$ cat src/design/sidrl_params.svh
`ifndef SIDRL_PARAMS_SVH
`define SIDRL_PARAMS_SVH

// Register indices.
`define SIDRL_IDX_REV_VENDOR 8'h05
`define SIDRL_IDX_DEVICE 8'h06
`define SIDRL_IDX_LENGTH 8'h07
`define SIDRL_IDX_SPARE 8'h08

// Field positions.
`define SIDRL_LEN_MSB 4
`define SIDRL_REV_LSB 4

// Reset values.
`define SIDRL_LENGTH_RESET 5'h08
`define SIDRL_SPARE_VALUE 8'h00

// Output enable latency in output clock cycles.
`define SIDRL_OE_LAT_MIN 4
`define SIDRL_OE_LAT_MAX 12

`endif

$ cat src/design/sidrl_pkg.sv
package sidrl_pkg;

   // Register access request from the serial front end.
   typedef struct packed {
      logic wr;
      logic rd;
      logic [7:0] index;
      logic [7:0] wdata;
   } sidrl_req_t;

   // Block read sequencing states.
   typedef enum logic [1:0] {
      SIDRL_IDLE,
      SIDRL_COUNT,
      SIDRL_DATA
   } sidrl_state_t;

endpackage

$ cat src/design/sidrl_oe_delay.sv
`timescale 1ns/1ps
`include "sidrl_params.svh"

// Synchronises an active-low output enable pin and applies it after a fixed delay.
module sidrl_oe_delay #(
   parameter int DELAY = 6
) (
   input wire logic clock,
   input wire logic rst_n,
   input wire logic oe_pin_n,
   output logic out_enable
);
   logic sync1;
   logic sync2;
   logic [DELAY-1:0] pipe;
   logic [DELAY-1:0] next_pipe;

   // The pipe shifts the synchronised enable towards the output.
   always_comb begin
      next_pipe = {pipe[DELAY-2:0], ~sync2};
   end

   // Two-stage synchroniser followed by the delay pipe.
   always_ff @(posedge clock or negedge rst_n) begin
      if (!rst_n) begin
         sync1 <= 1'b1;
         sync2 <= 1'b1;
         pipe <= '0;
         out_enable <= 1'b0;
      end else begin
         sync1 <= oe_pin_n;
         sync2 <= sync1;
         pipe <= next_pipe;
         out_enable <= pipe[DELAY-1];
      end
   end
endmodule

$ cat src/design/sidrl_regs.sv
`timescale 1ns/1ps
`include "sidrl_params.svh"

// Notes on behaviour
// - Index 6 returns the fixed device code and ignores writes.
// - Index 7 bits 4..0 are host writable and set the block read length.
// - The length field resets to 8, giving nine bytes, from the start index up to eight past it.
// - An output enable pin change reaches its output after 4 to 12 output clock cycles.
// - Index 5 is read-only with revision code in bits 7..4 and maker code in bits 3..0.
module sidrl_regs #(
   parameter logic [7:0] DEVICE_CODE = 8'h5A, // Arbitrary value.
   parameter logic [3:0] REVISION_CODE = 4'h3, // Arbitrary value.
   parameter logic [3:0] MAKER_CODE = 4'h7, // Arbitrary value.
   parameter int OE_DELAY = 6,
   parameter int OE_CHANNELS = 2
) (
   input wire logic clock,
   input wire logic rst_n,
   input sidrl_pkg::sidrl_req_t req,
   input wire logic block_start,
   input wire logic byte_take,
   input wire logic [OE_CHANNELS-1:0] oe_pin_n,
   output logic [7:0] rdata,
   output logic rdata_valid,
   output logic [4:0] readback_length,
   output logic [OE_CHANNELS-1:0] diff_clock_out_en
);
   // Stored length field; the output port carries a registered copy of it.
   logic [4:0] length_q;
   logic [4:0] next_length;
   logic length_write;

   // Block read sequencer: phase, next index to fetch and bytes still owed.
   sidrl_pkg::sidrl_state_t state;
   sidrl_pkg::sidrl_state_t next_state;
   logic [7:0] ptr;
   logic [7:0] next_ptr;
   logic [5:0] left;
   logic [5:0] next_left;

   // Read data path.
   logic [7:0] next_rdata;
   logic next_valid;
   logic [7:0] fetch_index;
   logic [7:0] fetch_byte;

   // Decoded events of the current cycle.
   logic idle_read;
   logic seq_start;
   logic seq_fetch;
   logic seq_finish;

   // Chooses which index feeds the read decode.
   // In idle a single read looks at the request; during a block read the pointer leads.
   always_comb begin
      fetch_index = ptr;
      if (state == sidrl_pkg::SIDRL_IDLE) begin
         fetch_index = req.index;
      end
   end

   // Register read decode.
   // Unmapped and reserved indices read as zero so a block read past the bank stays harmless.
   always_comb begin
      fetch_byte = 8'h00;
      case (fetch_index)
         `SIDRL_IDX_REV_VENDOR: begin
            fetch_byte = {REVISION_CODE, MAKER_CODE};
         end
         `SIDRL_IDX_DEVICE: begin
            fetch_byte = DEVICE_CODE;
         end
         `SIDRL_IDX_LENGTH: begin
            fetch_byte = {3'h0, length_q};
         end
         `SIDRL_IDX_SPARE: begin
            fetch_byte = `SIDRL_SPARE_VALUE;
         end
         default: begin
            fetch_byte = 8'h00;
         end
      endcase
   end

   // Event decode.
   // A block start wins over a plain read in idle, so the host never sees both answers at once.
   always_comb begin
      idle_read = 1'b0;
      seq_start = 1'b0;
      seq_fetch = 1'b0;
      seq_finish = 1'b0;
      unique case (state)
         sidrl_pkg::SIDRL_IDLE: begin
            seq_start = block_start;
            idle_read = req.rd && !block_start;
         end
         sidrl_pkg::SIDRL_COUNT: begin
            seq_fetch = byte_take;
         end
         sidrl_pkg::SIDRL_DATA: begin
            seq_fetch = byte_take && (left != 6'h00);
            seq_finish = byte_take && (left == 6'h00);
         end
         default: begin
            seq_finish = 1'b1;
         end
      endcase
   end

   // Length write detection.
   // Only index 7 takes writes; indices 5, 6 and 8 silently drop them.
   always_comb begin
      length_write = req.wr && (req.index == `SIDRL_IDX_LENGTH);
   end

   // Next value of the length field.
   // Bits 7 to 5 of the written byte are reserved and never stored.
   always_comb begin
      next_length = length_q;
      if (length_write) begin
         next_length = req.wdata[`SIDRL_LEN_MSB:0];
      end
   end

   // Length field register and its port copy.
   // The copy is loaded from the same next value so both always agree.
   always_ff @(posedge clock or negedge rst_n) begin
      if (!rst_n) begin
         length_q <= `SIDRL_LENGTH_RESET;
         readback_length <= `SIDRL_LENGTH_RESET;
      end else begin
         length_q <= next_length;
         readback_length <= next_length;
      end
   end

   // Next values of the block read sequencer.
   // The count byte is the field itself; field plus one data bytes follow it.
   always_comb begin
      next_state = state;
      next_ptr = ptr;
      next_left = left;
      unique case (state)
         sidrl_pkg::SIDRL_IDLE: begin
            if (seq_start) begin
               next_ptr = req.index;
               next_left = {1'b0, length_q} + 6'h01;
               next_state = sidrl_pkg::SIDRL_COUNT;
            end
         end
         sidrl_pkg::SIDRL_COUNT: begin
            if (seq_fetch) begin
               next_ptr = ptr + 8'h01;
               next_left = left - 6'h01;
               next_state = sidrl_pkg::SIDRL_DATA;
            end
         end
         sidrl_pkg::SIDRL_DATA: begin
            if (seq_fetch) begin
               next_ptr = ptr + 8'h01;
               next_left = left - 6'h01;
            end else if (seq_finish) begin
               next_state = sidrl_pkg::SIDRL_IDLE;
            end
         end
         default: begin
            next_state = sidrl_pkg::SIDRL_IDLE;
         end
      endcase
   end

   // Sequencer registers.
   always_ff @(posedge clock or negedge rst_n) begin
      if (!rst_n) begin
         state <= sidrl_pkg::SIDRL_IDLE;
         ptr <= 8'h00;
         left <= 6'h00;
      end else begin
         state <= next_state;
         ptr <= next_ptr;
         left <= next_left;
      end
   end

   // Next values of the read data path.
   // Data holds until the next read or take, so the host may sample it late.
   always_comb begin
      next_rdata = rdata;
      next_valid = rdata_valid;
      if (seq_start) begin
         next_rdata = {3'h0, length_q};
         next_valid = 1'b1;
      end else if (idle_read || seq_fetch) begin
         next_rdata = fetch_byte;
         next_valid = 1'b1;
      end else if (seq_finish) begin
         next_valid = 1'b0;
      end
   end

   // Read data registers.
   always_ff @(posedge clock or negedge rst_n) begin
      if (!rst_n) begin
         rdata <= 8'h00;
         rdata_valid <= 1'b0;
      end else begin
         rdata <= next_rdata;
         rdata_valid <= next_valid;
      end
   end

   // One delayed enable per output enable pin.
   for (genvar i = 0; i < OE_CHANNELS; i++) begin : g_oe
      sidrl_oe_delay #(
         .DELAY(OE_DELAY)
      ) u_oe (
         .clock(clock),
         .rst_n(rst_n),
         .oe_pin_n(oe_pin_n[i]),
         .out_enable(diff_clock_out_en[i])
      );
   end
endmodule

$ cat config.mk
export PLATFORM = sky130hd
export DESIGN_NAME = sidrl_regs
export DESIGN_NICKNAME = d
export VERILOG_FILES = /design/src/design/sidrl_pkg.sv /design/src/design/sidrl_oe_delay.sv /design/src/design/sidrl_regs.sv
export VERILOG_INCLUDE_DIRS = /design/src /design/src/design
export SDC_FILE = /design/constraint.sdc
export NUM_CORES = 1
export LEC_CHECK = 0
export BUFFER_PORTS_ARGS = -buffer_cell sky130_fd_sc_hd__buf_4
export CAP_MARGIN = 25
export CORE_ASPECT_RATIO = 2
export CORE_MARGIN = 5
export CORE_UTILIZATION = 25
export DETAILED_ROUTE_END_ITERATION = 16
export GPL_ROUTABILITY_DRIVEN = 0
export GPL_TIMING_DRIVEN = 1
export SLEW_MARGIN = 20
export SYNTH_ARGS = -nofsm -noshare
export SYNTH_HDL_FRONTEND = slang
export SYNTH_SLANG_ARGS = --single-unit
$ cat constraint.sdc
create_clock -name clock -period 2.4 [get_ports clock]
set_clock_uncertainty 0.05 [all_clocks]
set_input_delay 0.12 -clock clock [delete_from_list [all_inputs] [get_ports clock]]
set_output_delay 0.12 -clock clock [all_outputs]
set_load 0.01 [all_outputs]
==> flow_summary.json <==
{
  "post_cts_resized": 0,
  "wl_microns": 5840,
  "hold_violations": 0,
  "synthArstFlopShare_pct": 100,
  "tightest_slew_ns": 0.635,
  "tns_ns": 0,
  "max_freq_mhz": 471,
  "holdCritPathClass": "input pin to flop",
  "drt_first_pass_iters": 5,
  "final_common_cell": "dfrtp_1",
  "ir_worst_vdd_uv": 458,
  "synth-edff-count": 0,
  "numClockSinks": 47,
  "syn_avg_cell_area_sq_um": 10.5,
  "tritoncts": "done",
  "power_density_mw_per_mm2": 1240,
  "worstSetupStartpointType": "flop",
  "start_util_pct": 25.4,
  "antenna_cells": 0,
  "post-route-period-util_pct": 88.5,
  "drc_errors": 0,
  "synthFlopType": "dfrtp_1",
  "synth_cell_type_count": 49,
  "cts_inserted_buffers": 5,
  "outcome": "completed",
  "clkTransAtPathRegs_ns": 0.07,
  "maxCapViolations": 0,
  "final_cell_mix": "42 x dfrtp_1, 39 x buf_4, 23 x nand2_1",
  "vias": 1805,
  "yosysWarningCount": 0,
  "htreeDepth": 2,
  "portBuffers": 35,
  "fin_util_pct": 31.6,
  "clockBufferDepth": 2,
  "rsz0062_at_grt": "false",
  "synth_seq_cells": 47,
  "drive_gt1_share_pct": 25.4,
  "vias_per_cell": 4.99,
  "leakagePower_nw": 1.28,
  "crit_arrival_ns": 2.28,
  "grt_start_max_net_pins": 48,
  "seq_area_frac_synth_pct": 51.6,
  "num_rows": 49,
  "dp_hpwl_microns": 4310,
  "overflow": 0,
  "path_class": "flop to flop",
  "slew_headroom_pct": 57.6,
  "die_w_microns": 77.7,
  "grt_usage_pct": 10.8,
  "final.fill_count": 915,
  "ios": 40,
  "antenna_found_initial": 0,
  "syn_inst": 218,
  "grt_pass1_wl_microns": 9770,
  "maxSlewViolCount": 0,
  "syn-num-nets": 251,
  "die_h_microns": 145,
  "dieArea_sq_mm": 0.0113,
  "nets": 292,
  "netlist_area_sq_mm": 0.00229,
  "coreArea_sq_mm": 0.00901,
  "wire_per_inst_microns": 16.1,
  "cp.required_ns": 2.56,
  "grt_pass1_vias": 1989,
  "ant_nets": 0,
  "min_period_ns": 2.12,
  "clkLatencyLatePin_ns": 0.29,
  "syn_to_final_growth_pct": 24.1,
  "cp_max_fo": 8,
  "end_kind": "flop",
  "setup_viol_count_final": 0,
  "drt-initial-drc-count": 78,
  "cts_root_buf": "clkbuf_16"
}
where the power goes:
| part | switching, mW | internal, mW | leakage, nW | total [mW] |
|---|---|---|---|---|
| registers | 0.208 | 1.00 | 0.574 | 1.21 |
| logic | 0.905 | 0.682 | 0.629 | 1.59 |
| clock network | 0.313 | 0.417 | 0.0731 | 0.730 |
| total | 1.43 | 2.10 | 1.28 | 3.53 |
area by class of cell:
| cell class | instances | area (sq um) | area share (%) |
|---|---|---|---|
| clock buffers | 6 | 139 | 4.88 |
| clock inverters | 2 | 16.3 | 0.572 |
| inverters | 10 | 37.5 | 1.32 |
| multi-input cells | 153 | 1020 | 35.8 |
| flip-flops and latches | 47 | 1180 | 41.6 |
| well taps | 102 | 128 | 4.49 |
| repair buffers | 42 | 323 | 11.4 |
path summary, 6_finish.rpt:
kind                       cells past startpoint                  from  slack [ns]                      end
min reg2reg                                    0  g_oe[0].u_oe.pipe[5]        0.30  g_oe[0].u_oe.out_enable
min in group asynchronous                      2                 rst_n        0.33                   ptr[4]
max reg2reg                                    7              state[1]        0.28                 rdata[0]
max in group asynchronous                      2                 rst_n        1.53                  left[4]
max                                            7              state[1]        0.28                 rdata[0]
min                                            2                req[2]        0.02              length_q[2]
routing by layer:
layer | routed length (microns) | vias to the layer above | share of wire, % | track usage [%]
met5 | 0 | - | 0 | 0
met4 | 302 | 0 | 5.2 | 7.31
met3 | 215 | 19 | 3.7 | 1.67
met2 | 3060 | 56 | 52 | 18.7
met1 | 2270 | 872 | 39 | 11.8
li1 | - | 858 | - | -
kinds of logic after synthesis:
family                     Yosys count  synth area share [%]
and+or+nand+nor                     70                  15.8
AOI/OAI and AO/OA                   58                  16.8
DFF                                 47                  51.6
buffers and inverters               18                  3.98
muxes                               12                  5.62
adders and majority gates            9                  4.91
xor gates and xnor gates             3                  1.15
other                                1                 0.164
metrics by stage:
stage | power [mW] | hold slack, ns | area [sq um] | cells | setup slack, ns
6_report | 3.53 | 0.0156 | 2840 | 362 | 0.277
5_1_grt | 3.81 | 0.0156 | 2840 | 362 | 0.122
2_1_floorplan | 2.31 | -0.226 | 2290 | 218 | 0.424
4_1_cts | 3.56 | 0.0142 | 2840 | 362 | 0.285
3_5_place_dp | 2.80 | 0.127 | 2660 | 351 | 0.316
3_3_place_gp | 2.75 | 0.123 | 2660 | 351 | 0.351
cells in the mapped netlist (all sizes together), types with 2 or more instances:
library cell  number  area (sq um)
nor3               3          26.3
nand3             14          70.1
nor2              12          45.0
buf                6          46.3
a21oi             13          76.3
o21ai             20           100
mux2i              5          50.1
clkbuf             2          7.51
dfstp              5           131
nand2             23          86.3
a2bb2oi            2          17.5
xor2               3          26.3
dfrtp             42          1050
o22ai              9          56.3
o31ai              2          15.0
mux2               7          78.8
a21boi             2          15.0
inv               10          37.5
a211oi             2          32.5
a221o              2          20.0
nand4b             3          26.3
ha                 9           113
and3               3          18.8
repair_timing:
item	in CTS	in global routing
setup buffers	0	0
hold buffers	3	0
endpoints found under the hold margin	44	0
sequential cells by signal, summed over array words and instances, names as in the netlist:
signal,cells
g_oe.u_oe.out_enable,2
g_oe.u_oe.pipe,12
g_oe.u_oe.sync1,2
g_oe.u_oe.sync2,2
left,6
length_q,5
ptr,8
rdata,7
rdata_valid,1
state,2
worst max-delay path, stage by stage, from the launching register on:
cell	delay, ns
dfrtp_1	0.37
inv_1	0.10
ha_1	0.26
nor3b_2	0.35
a21oi_4	0.13
a211oi_4	0.44
a31oi_1	0.15
a2bb2oi_1	0.19
No activity file was read; power rests on OpenSTA's default activity.
